$ cat config.mk
export PLATFORM = sky130hd
export DESIGN_NAME = ogp_pin_config
export DESIGN_NICKNAME = d
export VERILOG_FILES = /design/src/ogp_pkg.sv /design/src/ogp_debounce.sv /design/src/ogp_pin_config.sv
export VERILOG_INCLUDE_DIRS = /design/src /design/src/src
export SDC_FILE = /design/constraint.sdc
export NUM_CORES = 1
export LEC_CHECK = 0
export ABC_AREA = 1
export BUFFER_PORTS_ARGS = -buffer_cell sky130_fd_sc_hd__buf_4
export CORE_AREA = 8 8 157 129
export DETAILED_ROUTE_END_ITERATION = 10
export DIE_AREA = 0 0 165 137
export PLACE_DENSITY = 0.79
export SLEW_MARGIN = 20
export SYNTH_ARGS = -nofsm -noshare
export SYNTH_HDL_FRONTEND = slang
export SYNTH_SLANG_ARGS = --single-unit
$ cat constraint.sdc
create_clock -name clk -period 2.7 [get_ports clk]
set_input_delay 0.54 -clock clk [delete_from_list [all_inputs] [get_ports clk]]
set_output_delay 0.54 -clock clk [all_outputs]
set_load 0.02 [all_outputs]
$ cat src/ogp_map.svh
// Register map, field layout, reset values and timing counts of the pin boot configuration
// Overview of operation
// - Bit 15 picks input (1) or output (0); bit 8 low tri-states the pin.
// - Bits 14:13 pick no pull, pull-down or pull-up; code 11 gives none.
// - Bit 12 low: interrupt on active edge only; high: on both edges.
// - Bit 11 picks the pin supply: digital buffer (0) or main system (1).
// - Bit 10 low inverts the pin (active low); high keeps it active high.
// - Bit 9 picks push-pull (0) or open-drain (1) output driver.
// - Input codes 0-5: long-debounce input, input, on/off, sleep/wake, long sleep/wake, sleep.
// - Input codes 6-15: power on, watchdog, scaling selects, hw enables, hw controls.
// - Output codes 0-4: output value, 32 kHz clock, on, sleep, state change; 5-7 reserved.
// - Output codes 8-15: scaling done, power enables, supply good, power good, clock, reset.
// - Pin 6 bits 3:1 set rising supply-good level, 2.8 V plus 0.1 V per step.
// - Supply good asserts only at or above threshold plus hysteresis margin.
// - In development mode an ON request accepts the image only if check word is a596.
`ifndef OGP_MAP_SVH
`define OGP_MAP_SVH

// ----------------------------------------------------------------
// Register indices (byte address is four times the index)
// ----------------------------------------------------------------
`define OGP_IDX_PIN5 16'h781e
`define OGP_IDX_PIN6 16'h781f
`define OGP_IDX_CHECK 16'h7827
`define OGP_IDX_IRQ_STAT 16'h7830
`define OGP_IDX_IRQ_MASK 16'h7831
`define OGP_IDX_PIN_OUT 16'h7832
`define OGP_IDX_PIN_STATE 16'h7833

// ----------------------------------------------------------------
// Pin word fields
// ----------------------------------------------------------------
`define OGP_DIR_BIT 15
`define OGP_PULL_HI 14
`define OGP_PULL_LO 13
`define OGP_IRQ_MODE_BIT 12
`define OGP_DOMAIN_BIT 11
`define OGP_POL_BIT 10
`define OGP_OD_BIT 9
`define OGP_ENA_BIT 8
`define OGP_FN_HI 7
`define OGP_FN_LO 4
`define OGP_THR_HI 3
`define OGP_THR_LO 1
`define OGP_PIN5_MASK 16'hfff0
`define OGP_PIN6_MASK 16'hfffe
`define OGP_PIN5_RST 16'ha400
`define OGP_PIN6_RST 16'ha40a
`define OGP_CHECK_RST 16'h0000
`define OGP_CHECK_VALUE 16'ha596

// ----------------------------------------------------------------
// Supply good threshold in millivolts
// ----------------------------------------------------------------
`define OGP_THR_BASE_MV 13'h0af0
`define OGP_THR_STEP_MV 13'h0064
`define OGP_HYST_MV 13'h0032

// ----------------------------------------------------------------
// Timing
// ----------------------------------------------------------------
`define OGP_CLK_MHZ 250
`define OGP_DEB_SHORT_NS 1000
`define OGP_DEB_SHORT_CYC ((`OGP_DEB_SHORT_NS * `OGP_CLK_MHZ + 999) / 1000)
`define OGP_DEB_LONG_US 10000
`define OGP_DEB_LONG_CYC (`OGP_DEB_LONG_US * `OGP_CLK_MHZ)

`endif

$ cat src/ogp_pkg.sv
// Types shared by the pin boot configuration block
package ogp_pkg;

    // ----------------------------------------------------------------
    // System signals that an output pin can carry, by function code
    // ----------------------------------------------------------------
    typedef struct packed {
        logic aux_reset;
        logic ext_power_clock;
        logic converter_power_good;
        logic supply_good;
        logic ext_power_enable2;
        logic ext_power_enable1;
        logic conv2_scaling_done;
        logic conv1_scaling_done;
        logic [2:0] reserved;
        logic power_state_change;
        logic sleep_state;
        logic on_state;
        logic osc_32k;
        logic gpio_value;
    } ogp_out_src_type;

    // ----------------------------------------------------------------
    // Requests that an input pin can raise, by function code
    // ----------------------------------------------------------------
    typedef struct packed {
        logic hw_control2_long;
        logic hw_control1_long;
        logic hw_control2;
        logic hw_control1;
        logic hw_enable2;
        logic hw_enable1;
        logic voltage_scaling_select2;
        logic voltage_scaling_select1;
        logic watchdog_reset;
        logic power_on_req;
        logic sleep_req;
        logic sleep_wake_long;
        logic sleep_wake_req;
        logic power_onoff_req;
        logic gpio_input;
        logic gpio_input_long;
    } ogp_in_req_type;

    // Classic Wishbone request from the master
    typedef struct packed {
        logic cyc;
        logic stb;
        logic we;
        logic [17:0] adr;
        logic [3:0] sel;
        logic [31:0] dat;
    } ogp_wb_req_type;

endpackage

$ cat src/ogp_debounce.sv
// Input debounce filter with a short and a long settling time
`timescale 1ns/1ps
module ogp_debounce import ogp_pkg::*; #(
    parameter int SHORT_CYC = 250,
    parameter int LONG_CYC = 2500000,
    parameter int CW = 22
) (
    input wire logic clk,
    input wire logic rstn,
    input wire logic raw,
    input wire logic long_sel,
    output logic level
);

    typedef struct packed {
        logic [CW-1:0] count;
        logic stable;
    } ogp_deb_state_type;

    ogp_deb_state_type s;
    ogp_deb_state_type next_s;
    logic [CW-1:0] limit;

    // Settling time picked by the pin function
    assign limit = long_sel ? CW'(LONG_CYC - 1) : CW'(SHORT_CYC - 1);

    // Level must hold unchanged for the whole interval before it is taken
    always_comb begin
        next_s = s;
        if (raw == s.stable) begin
            next_s.count = '0;
        end else if (s.count >= limit) begin
            next_s.stable = raw;
            next_s.count = '0;
        end else begin
            next_s.count = s.count + CW'(1);
        end
    end

    always_ff @(posedge clk) begin
        if (!rstn) begin
            s <= '0;
        end else begin
            s <= next_s;
        end
    end

    assign level = s.stable;
endmodule // ogp_debounce

$ cat src/ogp_pin_config.sv
// Pin boot configuration registers, pin control, check word and supply good
//
// Decided for this implementation: the Wishbone interface to the registers.
`timescale 1ns/1ps
`include "ogp_map.svh"
module ogp_pin_config import ogp_pkg::*; #(
    parameter int NPIN = 2,
    parameter int LONG_CYC = `OGP_DEB_LONG_CYC
) (
    input wire logic clk,
    input wire logic rstn,
    input wire ogp_wb_req_type wb_req,
    output logic [31:0] wb_dat_o,
    output logic wb_ack_o,
    output logic irq,
    input wire logic [NPIN-1:0] pin_in,
    output logic [NPIN-1:0] pin_out,
    output logic [NPIN-1:0] pin_oe_n,
    output logic [NPIN-1:0] pin_pull_up,
    output logic [NPIN-1:0] pin_pull_down,
    output logic [NPIN-1:0] pin_supply_domain,
    input wire ogp_out_src_type sys_src,
    output ogp_in_req_type in_req,
    input wire logic [12:0] main_supply_mv,
    output logic supply_good,
    input wire logic dev_mode,
    input wire logic on_request,
    output logic boot_config_valid
);

    // ----------------------------------------------------------------
    // State
    // ----------------------------------------------------------------
    typedef struct packed {
        logic [15:0] cfg5;
        logic [15:0] cfg6;
        logic [15:0] check;
        logic [2:0] irq_stat;
        logic [2:0] irq_mask;
        logic [NPIN-1:0] out_val;
        logic [NPIN-1:0] drive;
        logic [NPIN-1:0] oe_n;
        logic [NPIN-1:0] prev;
        logic [15:0] req;
        logic sup_good;
        logic cfg_valid;
        logic ack;
        logic [31:0] rdata;
    } ogp_cfg_state_type;

    localparam ogp_cfg_state_type ST_RST = '{
        cfg5: `OGP_PIN5_RST, cfg6: `OGP_PIN6_RST, check: `OGP_CHECK_RST,
        oe_n: '1, cfg_valid: 1'b1, default: '0};

    ogp_cfg_state_type s;
    ogp_cfg_state_type next_s;

    logic [15:0] cfg [NPIN];
    logic [NPIN-1:0] act;
    logic [NPIN-1:0] evt;
    logic [NPIN-1:0] drv_lvl;
    logic [NPIN-1:0] drv_en;
    logic [15:0] req_pin [NPIN];
    logic [15:0] req_all;
    logic [12:0] thr_mv;
    logic [15:0] wr_adr;
    logic bus_go;

    assign cfg[0] = s.cfg5;
    assign cfg[1] = s.cfg6;

    // ----------------------------------------------------------------
    // Per pin decode
    // ----------------------------------------------------------------
    genvar g;
    generate
        for (g = 0; g < NPIN; g++) begin : g_pin
            logic [3:0] fn;
            logic is_in;
            logic ena;
            logic pol;
            logic od;
            logic long_fn;
            logic deb;
            logic [15:0] srcs;
            logic src;

            assign fn = cfg[g][`OGP_FN_HI:`OGP_FN_LO];
            assign is_in = cfg[g][`OGP_DIR_BIT];
            assign ena = cfg[g][`OGP_ENA_BIT];
            assign pol = cfg[g][`OGP_POL_BIT];
            assign od = cfg[g][`OGP_OD_BIT];
            // Long filter for codes 0, 4, 14 and 15
            assign long_fn = (fn == 4'h0) || (fn == 4'h4) || (fn == 4'he) || (fn == 4'hf);

            ogp_debounce #(
                .SHORT_CYC(`OGP_DEB_SHORT_CYC),
                .LONG_CYC(LONG_CYC),
                .CW(22)
            ) u_deb (
                .clk(clk),
                .rstn(rstn),
                .raw(pin_in[g]),
                .long_sel(long_fn),
                .level(deb)
            );

            // Active level after polarity
            assign act[g] = pol ? deb : ~deb;

            // One request line per input function code
            assign req_pin[g] = (ena && is_in && act[g]) ? (16'h0001 << fn) : 16'h0000;

            // Single edge on active level, or both edges
            assign evt[g] = ena && is_in && (cfg[g][`OGP_IRQ_MODE_BIT] ?
                (act[g] != s.prev[g]) : (act[g] && !s.prev[g]));

            // Output source by function code; reserved codes carry zero
            assign srcs = {sys_src[15:8], 3'b000, sys_src[4:1], s.out_val[g]};
            assign src = srcs[fn];
            assign drv_lvl[g] = pol ? src : ~src;
            // Open drain drives only the low level
            assign drv_en[g] = ena && !is_in && !(od && drv_lvl[g]);

            // Pull and supply selection; code 11 applies no pull
            assign pin_pull_down[g] = (cfg[g][`OGP_PULL_HI:`OGP_PULL_LO] == 2'b01);
            assign pin_pull_up[g] = (cfg[g][`OGP_PULL_HI:`OGP_PULL_LO] == 2'b10);
            assign pin_supply_domain[g] = cfg[g][`OGP_DOMAIN_BIT];
        end
    endgenerate

    // Requests from all pins merged
    always_comb begin
        req_all = '0;
        for (int i = 0; i < NPIN; i++) begin
            req_all = req_all | req_pin[i];
        end
    end

    // Rising threshold: base plus one step per code
    assign thr_mv = `OGP_THR_BASE_MV +
        13'(s.cfg6[`OGP_THR_HI:`OGP_THR_LO]) * `OGP_THR_STEP_MV;

    // ----------------------------------------------------------------
    // Bus and state update
    // ----------------------------------------------------------------
    function automatic logic [15:0] merge16(input logic [15:0] old, input logic [31:0] d,
                                            input logic [3:0] sel);
        logic [15:0] r;
        r = old;
        if (sel[0]) begin
            r[7:0] = d[7:0];
        end
        if (sel[1]) begin
            r[15:8] = d[15:8];
        end
        return r;
    endfunction

    assign wr_adr = wb_req.adr[17:2];
    assign bus_go = wb_req.cyc && wb_req.stb && !s.ack;

    always_comb begin
        logic [2:0] clr;
        logic [2:0] set;
        clr = '0;
        set = '0;
        next_s = s;
        next_s.ack = bus_go;
        next_s.rdata = '0;
        // Writes
        if (bus_go && wb_req.we) begin
            case (wr_adr)
                `OGP_IDX_PIN5: begin
                    next_s.cfg5 = merge16(s.cfg5, wb_req.dat, wb_req.sel) & `OGP_PIN5_MASK;
                end
                `OGP_IDX_PIN6: begin
                    next_s.cfg6 = merge16(s.cfg6, wb_req.dat, wb_req.sel) & `OGP_PIN6_MASK;
                end
                `OGP_IDX_CHECK: begin
                    next_s.check = merge16(s.check, wb_req.dat, wb_req.sel);
                end
                `OGP_IDX_IRQ_STAT: begin
                    clr = wb_req.sel[0] ? wb_req.dat[2:0] : 3'h0;
                end
                `OGP_IDX_IRQ_MASK: begin
                    if (wb_req.sel[0]) begin
                        next_s.irq_mask = wb_req.dat[2:0];
                    end
                end
                `OGP_IDX_PIN_OUT: begin
                    if (wb_req.sel[0]) begin
                        next_s.out_val = wb_req.dat[NPIN-1:0];
                    end
                end
                default: begin
                end
            endcase
        end
        // Reads; unmapped addresses read zero
        if (bus_go && !wb_req.we) begin
            case (wr_adr)
                `OGP_IDX_PIN5: next_s.rdata = {16'h0000, s.cfg5};
                `OGP_IDX_PIN6: next_s.rdata = {16'h0000, s.cfg6};
                `OGP_IDX_CHECK: next_s.rdata = {16'h0000, s.check};
                `OGP_IDX_IRQ_STAT: next_s.rdata = {29'h0, s.irq_stat};
                `OGP_IDX_IRQ_MASK: next_s.rdata = {29'h0, s.irq_mask};
                `OGP_IDX_PIN_OUT: next_s.rdata = {{(32 - NPIN){1'b0}}, s.out_val};
                `OGP_IDX_PIN_STATE: begin
                    next_s.rdata = {28'h0, s.cfg_valid, s.sup_good, act[1:0]};
                end
                default: next_s.rdata = '0;
            endcase
        end
        // Check word on an ON request in development mode
        if (on_request) begin
            next_s.cfg_valid = !dev_mode || (s.check == `OGP_CHECK_VALUE);
            set[2] = dev_mode && (s.check != `OGP_CHECK_VALUE);
        end
        // Supply good with hysteresis above the rising threshold
        if (main_supply_mv >= thr_mv + `OGP_HYST_MV) begin
            next_s.sup_good = 1'b1;
        end else if (main_supply_mv < thr_mv) begin
            next_s.sup_good = 1'b0;
        end
        // Sticky events; a new event beats a clear in the same cycle
        set[NPIN-1:0] = evt;
        next_s.irq_stat = (s.irq_stat & ~clr) | set;
        next_s.prev = act;
        next_s.req = req_all;
        next_s.drive = drv_lvl & ~{NPIN{1'b0}};
        for (int i = 0; i < NPIN; i++) begin
            next_s.drive[i] = cfg[i][`OGP_OD_BIT] ? 1'b0 : drv_lvl[i];
        end
        next_s.oe_n = ~drv_en;
    end

    always_ff @(posedge clk) begin
        if (!rstn) begin
            s <= ST_RST;
        end else begin
            s <= next_s;
        end
    end

    // ----------------------------------------------------------------
    // Outputs
    // ----------------------------------------------------------------
    assign wb_ack_o = s.ack;
    assign wb_dat_o = s.rdata;
    assign irq = |(s.irq_stat & s.irq_mask);
    assign pin_out = s.drive;
    assign pin_oe_n = s.oe_n;
    assign in_req = ogp_in_req_type'(s.req);
    assign supply_good = s.sup_good;
    assign boot_config_valid = s.cfg_valid;
endmodule // ogp_pin_config

==> results of run 1 <==
==> worst min-delay path, cell delays in order <==
cell     delay, ns
buf_4         0.08
o21ai_0       0.07
nand2_1       0.05
==> what timing repair did <==
item / in CTS / in global routing
hold endpoints to repair: 0 / 0
cloned: 0 / 0
pin swaps: 1 / 20
endpoints found under the setup margin: 23 / 24
resized for setup: 4 / 41
hold buffers: 0 / 0
setup buffers: 0 / 5
==> cells in the final DEF, fill, tap and decap left out, types with 3 or more instances in the layout <==
cell type    n
nand2_1    258
nor2_1     236
buf_4      152
dfxtp_1    135
inv_1      111
nand3_1     64
o21ai_0     62
a21oi_1     54
ha_1        45
nor3_1      35
nand4_1     25
nor2_2      18
clkbuf_16   17
conb_1      16
xor2_1      15
xnor2_1     12
nand2_2     11
o211ai_1     9
nand3b_1     7
inv_2        6
clkinv_1     5
o21ai_1      5
ha_4         5
nor3_2       4
nor2_4       4
or2_2        4
inv_6        4
a31oi_1      3
a32oi_1      3
dfxtp_2      3
bufinv_16    3
clkbuf_8     3
==> metrics by stage <==
stage	area (µm²)	total power, mW	hold WS (ns)	util, %	TNS (ns)
after floorplan	8383	2.225	0.4297	-	0
after global placement	9291	2.339	0.4453	52.25	-0.05152
after detailed placement	9291	2.342	0.4539	52.25	-0.1168
after CTS	9938	4.773	0.3372	55.89	0
after global routing	10170	4.905	0.3581	57.18	-0.4948
final	10170	4.768	0.3478	57.18	0
==> power groups by stage <==
stage	clock network, mW	logic [mW]	registers [mW]
after CTS	2.47	0.249	2.05
after detailed placement	0	0.248	2.09
after global placement	0	0.245	2.09
after global routing	2.57	0.286	2.05
after floorplan	0	0.130	2.10
final	2.46	0.260	2.05
==> layer usage <==
layer  part of all wire [%]  track usage (%)  up-vias
li1                       -                -     4167
met1                     45            28.11     3761
met2                     44            31.76      375
met3                    9.5            4.811       34
met4                    1.3            4.096        0
met5                      0                0        -
==> how the worst max path moves through the flow <==
stage | startpoint | endpoint | cells past startpoint
after floorplan | cfg[2] | supply_good | 18
after global placement | cfg[2] | supply_good | 16
after detailed placement | cfg[2] | supply_good | 16
after CTS | cfg[2] | supply_good | 17
after global routing | cfg[2] | supply_good | 18
final | cfg[2] | supply_good | 18
==> layout make-up <==
cell class              instances  area (µm²)  area share, %
inverters                     123       464.2          4.566
clock inverters                12       160.2          1.575
repair buffers                155        1184          11.64
flip-flops and latches        138        2766          27.21
multi-input cells             918        4838          47.59
well taps                     230       287.8          2.830
clock buffers                  20       466.7          4.590
==> logic make-up after synthesis <==
group | share of synthesized area, %
adders and majority gates | 7.675
DFF | 33.23
AOI/OAI and AO/OA | 9.586
and+or+nand+nor | 34.52
other | 0.04510
buffers and inverters | 11.78
xor gates and xnor gates | 3.160
==> flip-flops by register name, indices dropped and copies added (netlist names) <==
signal	cells
wb_dat_o	16
wb_ack_o	1
g_pin.u_deb.s	44
pin_out	2
pin_oe_n	2
pin_supply_domain	2
g_pin.srcs	2
g_pin.u_deb.level	2
supply_good	1
boot_config_valid	1
in_req	16
s	24
cfg	25
==> impl_metrics.yaml, run 1 <==
synthesis:
  synth_top_area_share_pct: 33.23
  yosysMostFrequentCell: "nand2_1"
  async_flop_share_pct: 0
  netlist_area_um2: 8314
  ys.flop_type: "dfxtp_1"
  synth.area.top_cells: "dfxtp_1, nand2_1, nor2_1"
  ys.warnings.count: 0
  ys_seq_elements: 138
  yosys.area.top_type: "dfxtp_1"
  syn_avg_cell_area_um2: 6.689
  synth_common_cells: "nand2_1, nor2_1, dfxtp_1, inv_1, o21ai_0"
  yosysSeqAreaShare_pct: 33.23
  syn-instance-count: 1243
  synth_cell_type_count: 38
  synth-edff-count: 0
route:
  final_antenna_net_count: 0
  first_pass_iters: 5
  wl_um: 23440
  routedWlPerCell_um: 14.69
  drt_iter0_drc: 827
  route.detailed.drc: 0
  viasPerCell: 5.224
  vias: 8337
setup_path:
  worst_setup_path_end_kind: "register"
  r2r-end: "supply_good"
  rrSetupSlack_ns: 0.03
  crit_type: "register to register"
  cp_num_buf_inv: 3
  cp.arrival_ns: 2.97
  cp-start-kind: "register"
  r2r_start: "cfg[2]"
  crit_slowest_cell: "dfxtp_2"
  cp.required_ns: 3.00
  path_delay_family: "adder cells"
  slowest_delay_ns: 0.33
  worstRegToRegCells: 18
  worstPathMaxFanout: 4
  crit_chain: "inv_2 > ha_4 > inv_2 > ha_4 > inv_4 > nand2_2 > nand2_2 > nor2_1 > nand2_1 > o31ai_2 > nand2_1 > ha_4 > a21oi_2 > o21ai_1 > nor2_1 > nand2_1 > a21oi_1 > a21oi_1"
clock_tree:
  cts.clk_slew.worst_paths_ns: 0.06
  cts_buffer_depth: 2
  cts_tree: "done"
  cts_max_level: 4
  root_buffer: "clkbuf_16"
  cts_num_sinks: 138
  clk_latency_ns: 0.43
  cts_inserted_buffers: 17
placement:
  port_buffers: 112
  gp_congestion: 0.9312
  placed_cells: 1559
  hpwlAfterDp_um: 17690
  pre_cts_ws_ns: -0.1140
global_routing:
  track_usage_pct: 20.36
  grt_pass1_vias: 7629
  overflow: 0
  grt_antenna_before_repair: 0
  grt_pass1_wl_um: 37340
  grt_start_max_net_pins: 46
layout:
  instances_no_fill: 1596
  drive_gt1_share_pct: 18.74
  fillers: 1623
  syn2layout_area_growth_pct: 22.29
  finalNetCount: 1496
  antenna_cells: 0
timing:
  skew_ns: 0.007285
  period_minus_slack_ns: 2.668
  fmax_mhz: 374.8
  finalHoldViolCount: 0
  tightestPinTransition_ns: 0.5307
  setup-violations-final: 0
  slew_violations: 0
  rsz0062_at_grt: "true"
  fin_crit_sh_pct: 98.81
  slew_headroom_pct: 64.40
  setup_slack_ns: 0.03215
run:
  cap_violations: 0
floorplanning:
  die_w_um: 165
  die_area_um2: 22610
  pin_count: 154
  rows: 44
  core_um2: 17780
  die_h_um: 137
  initial_core_util_pct: 46.76
power:
  p_per_area_nw_per_um2: 469.0
  swShare_pct: 22.64
  ir_drop_v: 0.0004425
  leakagePower_nw: 4.462
  seqPwrFrac_pct: 43.0
  p_int_mw: 3.689
  clock_power_share_pct: 51.6
  p_sw_mw: 1.080
  combPwrFrac_pct: 5.4
hold_path:
  min_from: "on_request"
  hold_path_class: "input port to register"
  whs_path_depth: 3
  worst_hold_path.endpoint: "boot_config_valid"
run_status:
  status: "finished clean"
Note: power is estimated with default switching activity, not from simulation.
==> run 2, diff against run 1 <==
--- a/config.mk
+++ b/config.mk
@@ -11,6 +11,8 @@
 export CORE_AREA = 8 8 157 129
 export DETAILED_ROUTE_END_ITERATION = 10
 export DIE_AREA = 0 0 165 137
+export GPL_TIMING_DRIVEN = 0
+export MAX_ROUTING_LAYER = met4
 export PLACE_DENSITY = 0.79
 export SLEW_MARGIN = 20
 export SYNTH_ARGS = -nofsm -noshare
==> impl_metrics.yaml, run 2 (synthesis results as in run 1) <==
run_status:
  status: "finished with violations"
  violations: "setup timing"
route:
  route.detailed.drc: 0
  final_antenna_net_count: 0
  vias: 8719
  routedWlPerCell_um: 15.27
  dr.max_layer_used: "met4"
  wl_met2_um: 11160
  wl_met1_um: 11150
  drt_iter0_drc: 906
  wl_met3_um: 2512
  first_pass_iters: 5
  viasPerCell: 5.278
  wl_um: 25220
layout:
  mostFrequentLayoutCells: "nand2_1, nor2_1, buf_4"
  finalNetCount: 1552
  largest_reg_flops: 44
  drive_gt1_share_pct: 23.42
  stdcell_area_um2: 10670
  largest_register: "g_pin.u_deb.s"
  antenna_cells: 0
  final_common_cell: "nand2_1"
  multi_input_area_um2: 4971
  fillers: 1583
  regArea_um2: 2786
  syn2layout_area_growth_pct: 28.29
power:
  ir_drop_v: 0.0004592
  leakagePower_nw: 4.694
  p_per_area_nw_per_um2: 438.7
placement:
  gp_congestion: 0.9626
  dpl_cell_area_um2: 9504
  hpwlAfterDp_um: 18280
  port_buffers: 111
timing:
  setup_slack_ns: -0.07763
  rsz0062_at_grt: "true"
  fin_crit_sh_pct: 102.9
  slew_violations: 0
  slew_headroom_pct: 49.27
  hold_slack_ns: 0.3447
  skew_ns: 0.007832
  setup-violations-final: 2
  fmax_mhz: 360.0
  finalHoldViolCount: 0
  tightestPinTransition_ns: 0.7610
  period_minus_slack_ns: 2.778
hold_path:
  min_from: "on_request"
  hold_path_class: "input port to register"
clock_tree:
  cts_buffer_depth: 2
  cts_max_level: 4
  cts_hold_buf: 0
  clk_latency_ns: 0.44
  cts_inserted_buffers: 17
  cts.clk_slew.worst_paths_ns: 0.06
  cts_tree: "done"
  cts_num_sinks: 138
  root_buffer: "clkbuf_16"
floorplanning:
  die_area_um2: 22610
  pin_count: 154
  rows: 44
  core_um2: 17780
  die_h_um: 137
  initial_core_util_pct: 46.76
  die_w_um: 165
setup_path:
  slowest_delay_ns: 0.36
  crit_chain: "inv_4 > ha_4 > inv_2 > ha_4 > inv_2 > a31o_4 > xnor2_4 > nand3b_1 > buf_4 > ha_4 > nand2_4 > nor4_4 > a21oi_2 > a21oi_2"
  cp.arrival_ns: 3.14
  crit_slowest_cell: "dfxtp_4"
  crit_type: "register to register"
  worst_setup_path_end_kind: "register"
  r2r_start: "cfg[2]"
  critical_path.most_common_cell: "ha_4"
  worstPathMaxFanout: 4
  crit_start: "cfg[2]"
  cp.required_ns: 3.06
  cp-start-kind: "register"
global_routing:
  grt_pass1_wl_um: 38680
  grt_antenna_before_repair: 0
  overflow: 0
  grt_pass1_vias: 7955
  grt_start_max_net_pins: 17
  track_usage_pct: 22.02
run:
  cap_violations: 0
-- run 2: where the power goes --
group	leakage [nW]	internal, mW	total, mW	switching (mW)
registers	1.12	2.04	2.04	0.00690
logic	3.29	0.129	0.293	0.164
clock network	0.283	1.39	2.34	0.957
total	4.69	3.55	4.68	1.13
-- run 2: area by class of cell --
type / instances / share of cell area (%)
plain buffers: 78 / 5.126
clock buffers: 18 / 4.117
clock inverters: 14 / 1.372
inverters: 123 / 4.598
multi-input cells: 918 / 46.60
flip-flops and latches: 138 / 26.12
well taps: 230 / 2.698
repair buffers: 133 / 9.361
-- run 2: path summary, 6_finish.rpt --
kind                          to  slack, ns  cells after the start
max                  supply_good      -0.08                     14
min reg2reg  g_pin[0].u_deb.s[1]       0.48                      1
min            boot_config_valid       0.34                      3
max reg2reg          supply_good      -0.08                     14
-- run 2: layer usage --
metal / up-vias / GRT usage [%]
li1: 4285 / -
met1: 3982 / 29.18
met2: 414 / 33.00
met3: 38 / 5.171
met4: 0 / 5.944
met5: - / -
-- run 2: critical path: cells and delay by family, from the launching register on --
family / cells / cell delay, ns
xor+xnor: 1 / 0.18
buf+inv: 4 / 0.33
simple gates: 3 / 0.55
compound gates: 3 / 0.47
flops: 1 / 0.36
fa+ha+maj: 3 / 0.81
-- run 2: repair_timing --
action | 4_1_cts | 5_1_grt
gates resized for setup | 47 | 62
buffers inserted | 11 | 10
endpoints found under the setup margin | 47 | 44
pin swaps | 17 | 17
cloned | 0 | 1
-- run 2: metrics by stage --
step           std cells  worst slack (ns)  total power [mW]  setup TNS [ns]  util [%]
6_report            1652          -0.07763             4.680        -0.07961     59.98
3_3_place_gp        1599           -0.8363             2.357          -26.86     53.45
5_1_grt             1652           -0.2758             4.797          -2.047     59.98
3_5_place_dp        1599           -0.9136             2.361          -30.29     53.45
4_1_cts             1641          0.004170             4.664               0     58.02
2_1_floorplan       1258           0.03323             2.225               0         -
